<file path="src/core/phr_consts.svh">
`ifndef PHR_CONSTS_SVH
`define PHR_CONSTS_SVH

// ----------------------------------------------------------------------------
// Clock
// ----------------------------------------------------------------------------
`define PHR_CLK_MHZ          25

// ----------------------------------------------------------------------------
// Register word indices (byte address = index * 4)
// ----------------------------------------------------------------------------
`define PHR_IDX_CTRL         2'h0
`define PHR_IDX_SUPPLY       2'h1
`define PHR_IDX_STATUS       2'h2
`define PHR_IDX_WARN         2'h3
`define PHR_OFF_CTRL         32'h0000_0000
`define PHR_OFF_SUPPLY       32'h0000_0004
`define PHR_OFF_STATUS       32'h0000_0008
`define PHR_OFF_WARN         32'h0000_000c

// ----------------------------------------------------------------------------
// Field positions
// ----------------------------------------------------------------------------
`define PHR_CTRL_HIB_REQ     0
`define PHR_CTRL_CFG_LSB     1
`define PHR_CTRL_CFG_MSB     8
`define PHR_SUP_MSB          11
`define PHR_ST_SYS           0
`define PHR_ST_IO            1
`define PHR_ST_MS            2
`define PHR_ST_CORE          3
`define PHR_ST_TEMP          4
`define PHR_ST_WAKE_TMR      5
`define PHR_ST_WAKE_PB       6
`define PHR_ST_POR           7
`define PHR_ST_RAILS_LSB     8
`define PHR_ST_STATE_LSB     12
`define PHR_WARN_TEMP        0

// ----------------------------------------------------------------------------
// Reset values and field encodings
// ----------------------------------------------------------------------------
`define PHR_CTRL_RST         8'h00
`define PHR_SUP_RST          12'h040
`define PHR_STATUS_RST       8'h80
`define PHR_SUPPLY_MONITOR_OUTPUT_LAST        3'h5
`define PHR_VP_RSVD          2'h3
`define PHR_WAKE_INF         3'h7

// ----------------------------------------------------------------------------
// Timing
// ----------------------------------------------------------------------------
`define PHR_DEFAULT_FREQ_MS  6
`define PHR_WAKE_TICK_MS     125
`define PHR_RST_BASE_MS      1
`define PHR_BLANK_NS         200
`define PHR_DEFAULT_FREQ_CYC (`PHR_DEFAULT_FREQ_MS * `PHR_CLK_MHZ * 1000)
`define PHR_WAKE_TICK_CYC    (`PHR_WAKE_TICK_MS * `PHR_CLK_MHZ * 1000)
`define PHR_RST_BASE_CYC     (`PHR_RST_BASE_MS * `PHR_CLK_MHZ * 1000)
`define PHR_BLANK_CYC        ((`PHR_BLANK_NS * `PHR_CLK_MHZ + 999) / 1000)
`define PHR_SEQ_STEP_CYC     4

`endif

</file>
<file path="src/core/phr_pkg.sv">
package phr_pkg;

    typedef enum logic [2:0] {
        PHR_SAFE, PHR_DEFAULT, PHR_SYSREG, PHR_SEQ, PHR_PORWAIT, PHR_RUN, PHR_HIB
    } phr_state_t;

    // Supply rails with a power-good monitor, sys in bit 0
    typedef struct packed {
        logic core;
        logic ms;
        logic io;
        logic sys;
    } phr_rails_t;

    typedef struct packed {
        logic core;
        logic ms;
        logic io;
        logic flash;
        logic sys;
    } phr_reg_en_t;

    typedef struct packed {
        logic       safe;
        logic       high;
        logic [2:0] sel;
    } phr_freq_t;

    // CTRL bits 8:1
    typedef struct packed {
        logic [1:0] rstDurSel;
        logic       tempWarnMask;
        logic       tempFaultMask;
        logic [2:0] wakeSel;
        logic       pbEn;
    } phr_ctrl_t;

    // SUPPLY bits 11:0
    typedef struct packed {
        logic       sscDisable;
        logic [2:0] freqSel;
        logic       freqHigh;
        logic [1:0] vpSel;
        logic [1:0] threfSel;
        logic [2:0] vmonSel;
    } phr_supply_t;

    typedef struct packed {
        phr_state_t  st;
        logic [31:0] cnt;
        logic [6:0]  tick;
        logic [2:0]  seqIdx;
        phr_ctrl_t   ctrl;
        phr_supply_t sup;
        logic [7:0]  status;
        logic        warn;
        logic        pbPrev;
        logic        warnPrev;
        logic [7:0]  blank;
        logic        hibPbEn;
        logic [2:0]  hibWake;
        logic        aWr;
        logic [1:0]  aIdx;
        logic [31:0] rdata;
    } phr_regs_t;

endpackage

</file>
<file path="src/core/phr_power_manager.sv">
`timescale 1ns/100ps
`include "phr_consts.svh"

module phr_power_manager
    import phr_pkg::*;
#(
    parameter int unsigned DEFAULT_FREQ_CYC = `PHR_DEFAULT_FREQ_CYC,
    parameter int unsigned WAKE_TICK_CYC    = `PHR_WAKE_TICK_CYC,
    parameter int unsigned RST_BASE_CYC     = `PHR_RST_BASE_CYC,
    parameter int unsigned SEQ_STEP_CYC     = `PHR_SEQ_STEP_CYC
) (
    input  wire logic        core_clk,
    input  wire logic        rstn,
    // AHB-Lite slave
    input  wire logic        hsel,
    input  wire logic [31:0] haddr,
    input  wire logic [1:0]  htrans,
    input  wire logic        hwrite,
    input  wire logic [2:0]  hsize,
    input  wire logic [31:0] hwdata,
    input  wire logic        hready,
    output logic             hreadyout,
    output logic             hresp,
    output logic [31:0]      hrdata,
    // Analog status
    input  wire logic        mainSupplyAboveUvlo,
    input  wire logic        sysSupplyAbove4v,
    input  wire phr_rails_t  railGood,
    input  wire logic        tempFault170,
    input  wire logic        tempWarn140,
    input  wire logic        push_button_input,
    input  wire logic        switchTurnOn,
    input  wire logic        current_sense_input,
    // Controls
    output logic             mcuResetN,
    output logic             tempWarnIrq,
    output logic             hibernateActive,
    output phr_reg_en_t      regEn,
    output logic             sscEnable,
    output phr_freq_t        sscFreq,
    output logic [1:0]       vpTarget,
    output logic [2:0]       supply_monitor_output,
    output logic [1:0]       threshold_reference,
    output logic             currentLimitTrip
);

    if (DEFAULT_FREQ_CYC < 1 || WAKE_TICK_CYC < 1 || RST_BASE_CYC < 1 || SEQ_STEP_CYC < 1)
        $error("phr_power_manager: timing counts must be at least one");
    if (`PHR_BLANK_CYC > 255)
        $error("phr_power_manager: blanking count exceeds counter");

    localparam int unsigned BLANK_CYC = `PHR_BLANK_CYC;

    phr_regs_t r_r;
    phr_regs_t r_nxt;

    logic        pbEvt;
    logic        warnEvt;
    logic        hibReq;
    logic        allGood;
    logic [7:0]  stSet;
    logic [7:0]  stClr;
    logic        warnClr;
    logic [31:0] rstDurCyc;
    logic [31:0] rdVal;

    // ------------------------------------------------------------------------
    // Next-state logic
    // ------------------------------------------------------------------------
    always_comb begin
        r_nxt     = r_r;
        r_nxt.aWr = 1'b0;
        pbEvt     = push_button_input & ~r_r.pbPrev;
        warnEvt   = tempWarn140 & ~r_r.warnPrev;
        r_nxt.pbPrev   = push_button_input;
        r_nxt.warnPrev = tempWarn140;
        hibReq    = 1'b0;
        stSet     = 8'h00;
        stClr     = 8'h00;
        warnClr   = 1'b0;
        allGood   = &railGood;
        rstDurCyc = RST_BASE_CYC << r_r.ctrl.rstDurSel;
        rdVal     = 32'h0000_0000;

        // Register write data phase
        if (r_r.aWr) begin
            case (r_r.aIdx)
                `PHR_IDX_CTRL: begin
                    r_nxt.ctrl = phr_ctrl_t'(hwdata[`PHR_CTRL_CFG_MSB:`PHR_CTRL_CFG_LSB]);
                    hibReq     = hwdata[`PHR_CTRL_HIB_REQ];
                end
                `PHR_IDX_SUPPLY: begin
                    r_nxt.sup = phr_supply_t'(hwdata[`PHR_SUP_MSB:0]);
                    if (r_nxt.sup.vmonSel > `PHR_SUPPLY_MONITOR_OUTPUT_LAST)
                        r_nxt.sup.vmonSel = r_r.sup.vmonSel;
                    if (r_nxt.sup.vpSel == `PHR_VP_RSVD)
                        r_nxt.sup.vpSel = r_r.sup.vpSel;
                end
                `PHR_IDX_STATUS: begin
                    stClr = hwdata[7:0];
                end
                `PHR_IDX_WARN: begin
                    warnClr = hwdata[`PHR_WARN_TEMP];
                end
                default: begin
                end
            endcase
        end

        // ------------------------------------------------------------------
        // Sequencer
        // ------------------------------------------------------------------
        r_nxt.cnt = r_r.cnt + 32'h1;
        case (r_r.st)
            PHR_SAFE: begin
                r_nxt.cnt = 32'h0;
                if (mainSupplyAboveUvlo)
                    r_nxt.st = PHR_DEFAULT;
            end
            PHR_DEFAULT: begin
                if (r_r.cnt >= DEFAULT_FREQ_CYC - 1) begin
                    r_nxt.st  = PHR_SYSREG;
                    r_nxt.cnt = 32'h0;
                end
            end
            PHR_SYSREG: begin
                r_nxt.cnt    = 32'h0;
                r_nxt.seqIdx = 3'h0;
                if (sysSupplyAbove4v)
                    r_nxt.st = PHR_SEQ;
            end
            PHR_SEQ: begin
                if (r_r.cnt >= SEQ_STEP_CYC - 1) begin
                    r_nxt.cnt    = 32'h0;
                    r_nxt.seqIdx = r_r.seqIdx + 3'h1;
                    if (r_r.seqIdx == 3'h3)
                        r_nxt.st = PHR_PORWAIT;
                end
            end
            PHR_PORWAIT: begin
                if (!allGood)
                    r_nxt.cnt = 32'h0;
                else if (r_r.cnt >= rstDurCyc - 1)
                    r_nxt.st = PHR_RUN;
            end
            PHR_RUN: begin
                r_nxt.cnt = 32'h0;
                if (!allGood) begin
                    stSet[3:0] = ~railGood;
                    r_nxt.st   = PHR_PORWAIT;
                end else if (tempFault170 && !r_r.ctrl.tempFaultMask) begin
                    stSet[`PHR_ST_TEMP] = 1'b1;
                    r_nxt.st            = PHR_PORWAIT;
                end else if (hibReq || (pbEvt && r_r.ctrl.pbEn)) begin
                    r_nxt.st      = PHR_HIB;
                    r_nxt.tick    = 7'h0;
                    r_nxt.hibPbEn = r_r.ctrl.pbEn;
                    r_nxt.hibWake = r_r.ctrl.wakeSel;
                    r_nxt.ctrl    = phr_ctrl_t'(`PHR_CTRL_RST);
                    r_nxt.sup     = phr_supply_t'(`PHR_SUP_RST);
                    r_nxt.warn    = 1'b0;
                    warnClr       = 1'b1;
                end
            end
            PHR_HIB: begin
                if (r_r.cnt >= WAKE_TICK_CYC - 1) begin
                    r_nxt.cnt  = 32'h0;
                    r_nxt.tick = r_r.tick + 7'h1;
                end
                if (r_r.hibWake != `PHR_WAKE_INF
                    && r_r.tick == (7'h1 << r_r.hibWake)) begin
                    stSet[`PHR_ST_WAKE_TMR] = 1'b1;
                    r_nxt.st                = PHR_SAFE;
                end else if (r_r.hibPbEn && pbEvt) begin
                    stSet[`PHR_ST_WAKE_PB] = 1'b1;
                    r_nxt.st               = PHR_SAFE;
                end
                if (r_nxt.st == PHR_SAFE)
                    r_nxt.cnt = 32'h0;
            end
            default: begin
                r_nxt.st = PHR_SAFE;
            end
        endcase

        r_nxt.status = (r_r.status & ~stClr) | stSet;
        r_nxt.warn = (r_r.warn & ~warnClr) | (warnEvt & (r_r.st != PHR_HIB));

        if (switchTurnOn)
            r_nxt.blank = 8'(BLANK_CYC);
        else if (r_r.blank != 8'h00)
            r_nxt.blank = r_r.blank - 8'h1;

        // ------------------------------------------------------------------
        // AHB address phase
        // ------------------------------------------------------------------
        case (haddr[3:2])
            `PHR_IDX_CTRL:   rdVal = {23'h0, r_r.ctrl, 1'b0};
            `PHR_IDX_SUPPLY: rdVal = {20'h0, r_r.sup};
            `PHR_IDX_STATUS: rdVal = {17'h0, r_r.st, railGood, r_r.status};
            `PHR_IDX_WARN:   rdVal = {31'h0, r_r.warn};
            default:         rdVal = 32'h0000_0000;
        endcase
        if (haddr[31:4] != 28'h0)
            rdVal = 32'h0000_0000;
        if (hsel && htrans[1] && hready) begin
            r_nxt.aWr   = hwrite && (haddr[31:4] == 28'h0);
            r_nxt.aIdx  = haddr[3:2];
            r_nxt.rdata = rdVal;
        end
    end

    // ------------------------------------------------------------------------
    // State register
    // ------------------------------------------------------------------------
    always_ff @(posedge core_clk) begin
        if (!rstn) begin
            r_r        <= '0;
            r_r.st     <= PHR_SAFE;
            r_r.ctrl   <= phr_ctrl_t'(`PHR_CTRL_RST);
            r_r.sup    <= phr_supply_t'(`PHR_SUP_RST);
            r_r.status <= `PHR_STATUS_RST;
        end else begin
            r_r <= r_nxt;
        end
    end

    // ------------------------------------------------------------------------
    // Outputs
    // ------------------------------------------------------------------------
    assign hreadyout = 1'b1;
    assign hresp     = 1'b0;
    assign hrdata    = r_r.rdata;

    assign mcuResetN       = (r_r.st == PHR_RUN);
    assign hibernateActive = (r_r.st == PHR_HIB);
    assign tempWarnIrq     = r_r.warn & ~r_r.ctrl.tempWarnMask;

    assign sscEnable   = (r_r.st != PHR_HIB) && !r_r.sup.sscDisable;
    assign regEn.sys   = (r_r.st == PHR_SYSREG) || (r_r.st == PHR_SEQ)
                         || (r_r.st == PHR_PORWAIT) || (r_r.st == PHR_RUN);
    assign regEn.flash = regEn.sys && ((r_r.st != PHR_SEQ) && (r_r.st != PHR_SYSREG)
                         || (r_r.st == PHR_SEQ && r_r.seqIdx >= 3'h0));
    assign regEn.io    = regEn.sys && ((r_r.st != PHR_SEQ) && (r_r.st != PHR_SYSREG)
                         || (r_r.st == PHR_SEQ && r_r.seqIdx >= 3'h1));
    assign regEn.ms    = regEn.sys && ((r_r.st != PHR_SEQ) && (r_r.st != PHR_SYSREG)
                         || (r_r.st == PHR_SEQ && r_r.seqIdx >= 3'h2));
    assign regEn.core  = regEn.sys && ((r_r.st != PHR_SEQ) && (r_r.st != PHR_SYSREG)
                         || (r_r.st == PHR_SEQ && r_r.seqIdx >= 3'h3));

    assign sscFreq.safe = (r_r.st == PHR_SAFE);
    assign sscFreq.high = r_r.sup.freqHigh;
    assign sscFreq.sel  = r_r.sup.freqSel;

    assign vpTarget              = r_r.sup.vpSel;
    assign supply_monitor_output = r_r.sup.vmonSel;
    assign threshold_reference   = r_r.sup.threfSel;
    assign currentLimitTrip      = current_sense_input && (r_r.blank == 8'h00)
                                   && !switchTurnOn;

endmodule // phr_power_manager

</file>
<file path="config.mk">
export PLATFORM = sky130hd
export DESIGN_NAME = phr_power_manager
export DESIGN_NICKNAME = d
export VERILOG_FILES = /design/src/core/phr_pkg.sv /design/src/core/phr_power_manager.sv
export VERILOG_INCLUDE_DIRS = /design/src /design/src/core
export SDC_FILE = /design/constraint.sdc
export NUM_CORES = 1
export LEC_CHECK = 0
export BUFFER_PORTS_ARGS = -buffer_cell sky130_fd_sc_hd__buf_2
export CAP_MARGIN = 20
export CORE_AREA = 2 2 111 113
export CTS_CLUSTER_DIAMETER = 120
export CTS_CLUSTER_SIZE = 12
export DETAILED_ROUTE_END_ITERATION = 8
export DIE_AREA = 0 0 113 115
export HOLD_SLACK_MARGIN = 0.03
export PLACE_DENSITY = 0.8
export SKIP_LAST_GASP = 1
export SLEW_MARGIN = 0
export SYNTH_ARGS = -nofsm -noshare
export SYNTH_HDL_FRONTEND = slang
export SYNTH_SLANG_ARGS = --single-unit
export TNS_END_PERCENT = 100
</file>
<file path="constraint.sdc">
create_clock -name core_clk -period 4 [get_ports core_clk]
set_clock_uncertainty 0.15 [all_clocks]
set_input_delay 0.8 -clock core_clk [delete_from_list [all_inputs] [get_ports core_clk]]
set_output_delay 0.8 -clock core_clk [all_outputs]
set_load 0.03 [all_outputs]
</file>
---- Yosys cells after proc, flatten, opt, wreduce, memory -nomap -nowiden ----
Cells that the tools add are included.
W data, S select, Z words.
word-level totals
  word-level logic and storage cells ...... 193
  input bits .............................. 85
  output and inout port bits .............. 56
  bits in registers ....................... 123
operators by class
  add/sub/neg operators ................... 5
  bitwise gates (word level) .............. 16
  $lt $le $gt $ge ......................... 9
  multiplexer cells ....................... 55
  reductions and logical operators ........ 49
  equality and inequality tests ........... 31
  shifts and indexed selects .............. 2
operators by type and width
  operator                 count
  $pmux W32 S5             1
  $pmux W32 S4             1
  $mux W20                 5
  $mux W32                 3
  $mux W35                 2
  $mux W3                  15
  $mux W39                 1
  $add A32 B1 Y32 const B  1
  $ge A32 B18 Y1 const B   1
  $ge A32 B2 Y1 const B    1
  $ge A32 B22 Y1 const B   1
  $ge A32 B32 Y1           1
  $shl A15 B2 Y32 const A  1
  $sub A32 B1 Y32 const B  1
  $logic_not A28 Y1        1
  $reduce_bool A28 Y1      1
  $mux W8                  3
  $mux W7                  3
  $pmux W3 S7              1
  $logic_and A1 B1 Y1      19
  $ne A2 B2 Y1 const B     8
  $pmux W7 S2              1
  $mux W1                  13
  $mux W12                 1
  other kinds (42)         81

---- Logic depth before layout (Yosys ltp) ----
  depth after elaboration ................. 11
  mapped depth ............................ 12
  depth with buffers taken out ............ 12

---- Worst setup path before layout ----
OpenSTA, ideal clock, no wires.
  kind .................................... reg2out
  from .................................... register r_r[39] in the netlist's numbering
  to ...................................... output currentLimitTrip
  required time ........................... 3.050 ns
  buffers on the path ..................... 1
  path slack .............................. 1.179 ns
  arrival time ............................ 1.871 ns
  stages on the path, launching flop included .. 7
  path through ............................ dfxtp_1 inv_1 ha_1 nand3_1 or3_1 clkbuf_1 nor3b_1
on the way
  cells in the longest elaborated chain, start to end .. 3
RTL lines
  element                 line                      text
  from (decl)             phr_power_manager.sv:54   phr_regs_t r_r;
  from (signal assigned)  phr_power_manager.sv:224  r_r <= r_nxt;
  $logic_not A8 Y1        phr_power_manager.sv:258  assign currentLimitTrip = current_sense_input && (r_r.blank == 8'h00)
  $logic_and A1 B1 Y1     phr_power_manager.sv:258
  $logic_and A1 B1 Y1     phr_power_manager.sv:259  && !switchTurnOn;
  to (decl)               phr_power_manager.sv:44   output logic currentLimitTrip
No other way between the ends.

---- Final worst setup path ----
  from .................................... register r_r[77] in the netlist's numbering
  to ...................................... register r_r[122] in the netlist's numbering
on the way
  cells in the longest elaborated chain, start to end .. 5
RTL lines
  element                      line                      text
  $shl A15 B2 Y32              phr_power_manager.sv:82   rstDurCyc = RST_BASE_CYC << r_r.ctrl.rstDurSel;
  $sub A32 B1 Y32              phr_power_manager.sv:143  else if (r_r.cnt >= rstDurCyc - 1)
  $ge A32 B32 Y1               phr_power_manager.sv:143
  $ne A2 B2 Y1 (no line)       n/a
  $reduce_and A8 Y1 (no line)  n/a
No other way between the ends.
A chain may end at the register's enable or synchronous reset.

==> Implementation_results.wiki <==
{| class="wikitable"
! Metric !! Value
|-
| Antenna violation net count after detailed routing || 0
|-
| Fraction of synthesis flops using an asynchronous set or reset pin || 0%
|-
| Number of buffers inserted to repair setup after CTS || 0
|-
| Met2 wire length || approximately 6800 um
|-
| Portion of the post-synthesis area used by sequential elements || 33.1%
|-
| Power density over the cells || 324 nW/um^2
|-
| Number of failing hold endpoints at the final stage || 0
|-
| Proportion of netlist area held by the largest area contributor || 33.1%
|-
| Yosys top cell by area || sky130_fd_sc_hd__dfxtp_1
|-
| Kind of path behind the tightest hold check || reg -> reg
|-
| Synth Area per Inst || between 8 and 9 um^2
|-
| Worst-margin pin slew || between 0.7 and 0.8 ns
|-
| Pin count of the biggest net entering global routing || 53
|-
| EDFF count, synth || 0
|-
| Post-CTS Resized || 0
|-
| Synth warn || 0
|-
| Sum of overflow across all layers after global routing || 0
|-
| Register clock-pin slew on the reported worst setup and hold paths || 0.08 ns
|-
| Iter 0 DRT Violations || between 400 and 500
|-
| Minimum period implied by the final worst setup slack || about 3.0 ns
|-
| Setup_tns || 0 ns
|-
| Biggest fanout along the worst timing path || 7
|-
| Uppermost metal layer occupied by signal nets || met4
|-
| Run status || finished with violations
|-
| # hold bufs at CTS || 0
|-
| Number of port buffers || 95
|-
| Crit path launch type || flop
|-
| Max Clk Rate || 334 MHz
|-
| Die ar. || 13,000 um^2
|-
| RD Place Congestion || 0.847
|-
| Routed length per placed instance || 14.2 um
|-
| CTS tree || built
|-
| Clock buffer count from CTS || 9
|-
| Critical path arrival || between 3 and 4 ns
|-
| Sum of internal, switching and leakage power || 0.00228 W
|-
| Flops & latches, synth || 106
|-
| Die boundary width || 113 um
|-
| First-pass DRT Iterations || 7
|-
| Synth area leaders || sky130_fd_sc_hd__dfxtp_1 (33%), sky130_fd_sc_hd__ha_1 (8.2%), sky130_fd_sc_hd__nand2_1 (5.7%)
|-
| Nets || between 900 and 1,000
|-
| Vias per inst || 5.48
|-
| Die H || about 120 um
|-
| First-pass GRT wire length || 23,200 um
|-
| Master cell of the clock root buffer || sky130_fd_sc_hd__clkbuf_16
|-
| Required @ worst endpoint || 4.14 ns
|-
| Number of clock sinks seen by CTS || 106
|-
| Layout cell share with drive strength beyond 1 || 15.7%
|-
| Fin crit share || 74.9%
|-
| Synthesized area || 6400 um^2
|-
| Area after detailed placement || 6730 um^2
|-
| Unrepaired setup endpoints after global routing || no
|-
| Count of distinct cell types in the synthesized netlist || 62
|-
| Via count of the first global-routing pass || 4,946
|-
| Core box area || around 12,000 um^2
|-
| Count of inserted antenna diode cells || 0
|-
| Violated checks || DRC
|-
| Number of antenna violations at the first check in global routing || 0
|-
| Most numerous cell in the Yosys netlist || sky130_fd_sc_hd__dfxtp_1
|-
| Number of design rule violations left after detail routing || 7
|-
| Worst slew margin relative to its limit || 48.0%
|-
| Post-DP HPWL || 10,200 um
|-
| WL met3 || 689 um
|-
| Number of standard cells after synthesis || 788
|-
| Top post-synthesis cells by count || sky130_fd_sc_hd__dfxtp_1 (106), sky130_fd_sc_hd__nand2_1 (98), sky130_fd_sc_hd__nor2_1 (93), sky130_fd_sc_hd__buf_4 (45), sky130_fd_sc_hd__ha_1 (42)
|-
| Worst setup EP type || flop
|-
| Clk_lat worst skew || 0.36 ns
|-
| Number of setup violations in the final report || 0
|-
| Number of placed I/O pins || 141
|-
| Number of rows created at floorplan || 40
|-
| Starting density of the core || 54.2%
|-
| Area Overhead vs Synth || 9.87%
|-
| H-tree Lvls || 3
|-
| Post-layout instance area || 7040 um^2
|-
| Total routing usage reported by global routing || 21.6%
|-
| Post-synth top flop || sky130_fd_sc_hd__dfxtp_1
|-
| Routed wire length || around 14,000 um
|-
| Startpoint-to-endpoint class of the critical path || reg -> reg
|-
| Lkg Pwr || roughly 3 nW
|-
| Max_cap viols || 0
|-
| Final max-slew violation count || 0
|-
| Clock tree buffer depth || 2
|-
| Peak supply drop || 0.250 mV
|-
| Count of vias placed by the detailed router || 5,486
|-
| Metal1 wirelength || 6570 um
|}
==> metal layers <==
layer  track usage [%]  vias to the layer above
met5                 0                        -
met4              4.31                        0
met3              5.11                       10
met2              36.9                      122
met1              28.2                     2571
li1                  -                     2783
==> logic make-up (layout without fill, tap and decap cells) <==
logic type,after synthesis,count (layout),share of synthesized area [%]
adder cells (fa/ha/maj),42,42,8.21
other,2,34,0.117
buffers and inverters,110,145,9.63
AND/OR/NAND/NOR,343,343,26.0
AO/OA/AOI/OAI,110,110,11.9
multiplexers,38,38,5.98
flip-flops,106,106,33.1
XOR/XNOR,37,37,5.06
==> sequential cells by signal (all words and copies together) (netlist names) <==
name	count
r_r	80
hrdata	15
sscFreq	4
supply_monitor_output	3
threshold_reference	2
vpTarget	2
==> area by class of cell <==
cell class              instances  area (um^2)
fillers                      1051         4780
multi-input cells             604         3800
flip-flops and latches        106         2120
repair buffers                102          528
clock buffers                   9          225
well taps                     147          184
inverters                      27          101
clock inverters                 7         78.8
==> critical path: stages, from the launching register on <==
cell and delay (ns):
sky130_fd_sc_hd__dfxtp_1 0.48, sky130_fd_sc_hd__inv_1 0.13, sky130_fd_sc_hd__ha_1 0.24, sky130_fd_sc_hd__inv_1 0.07
sky130_fd_sc_hd__ha_1 0.23, sky130_fd_sc_hd__ha_1 0.18, sky130_fd_sc_hd__a211oi_1 0.23, sky130_fd_sc_hd__nor2_1 0.08
sky130_fd_sc_hd__o311ai_0 0.36, sky130_fd_sc_hd__a2111oi_0 0.18, sky130_fd_sc_hd__o21bai_1 0.37, sky130_fd_sc_hd__mux2i_1 0.23
==> stage by stage <==
| step | util, % | hold WS, ns | setup slack (ns) | cells |
|---|---|---|---|---|
| after global placement | 57.0 | 0.269 | 1.12 | 986 |
| final | 59.6 | 0.288 | 1.00 | 1002 |
| after floorplan | - | 0.261 | 1.18 | 820 |
| after global routing | 59.6 | 0.316 | 0.726 | 1002 |
| after detailed placement | 57.0 | 0.280 | 1.05 | 986 |
| after CTS | 59.6 | 0.292 | 1.00 | 1002 |
==> power by group <==
group	internal [W]	leakage, nW	switching [W]
logic	0.000101	2.07	0.000187
clock network	0.000446	0.148	0.000445
registers	0.00108	0.856	0.0000242
total	0.00162	3.08	0.000656
==> path summary, 6_finish.rpt <==
kind	end	from	slack [ns]	depth (start not counted)
max	r_r[122]	r_r[77]	1.00	11
min	r_r[49]	r_r[47]	0.29	1
max reg2reg	r_r[122]	r_r[77]	1.00	11
min reg2reg	r_r[49]	r_r[47]	0.29	1
==> cell usage in the layout (no fill, tap or decap), types with 4 or more instances in the layout <==
cell type	instances
sky130_fd_sc_hd__dfxtp_1	106
sky130_fd_sc_hd__nand2_1	98
sky130_fd_sc_hd__buf_2	95
sky130_fd_sc_hd__nor2_1	93
sky130_fd_sc_hd__ha_1	42
sky130_fd_sc_hd__mux2i_1	36
sky130_fd_sc_hd__conb_1	34
sky130_fd_sc_hd__nor2b_1	28
sky130_fd_sc_hd__inv_1	27
sky130_fd_sc_hd__a21oi_1	27
sky130_fd_sc_hd__xor2_1	25
sky130_fd_sc_hd__o21ai_0	24
sky130_fd_sc_hd__nand3_1	23
sky130_fd_sc_hd__nor4_1	22
sky130_fd_sc_hd__nor3_1	20
sky130_fd_sc_hd__xnor2_1	12
sky130_fd_sc_hd__a22oi_1	12
sky130_fd_sc_hd__nand3b_1	9
sky130_fd_sc_hd__clkbuf_16	9
sky130_fd_sc_hd__and2_1	8
sky130_fd_sc_hd__nand4_1	7
sky130_fd_sc_hd__buf_4	7
sky130_fd_sc_hd__nor3b_1	6
sky130_fd_sc_hd__or4_1	6
sky130_fd_sc_hd__and3_1	5
sky130_fd_sc_hd__o31ai_1	4
sky130_fd_sc_hd__a31o_2	4
Note: power is estimated with default switching activity, not from simulation.
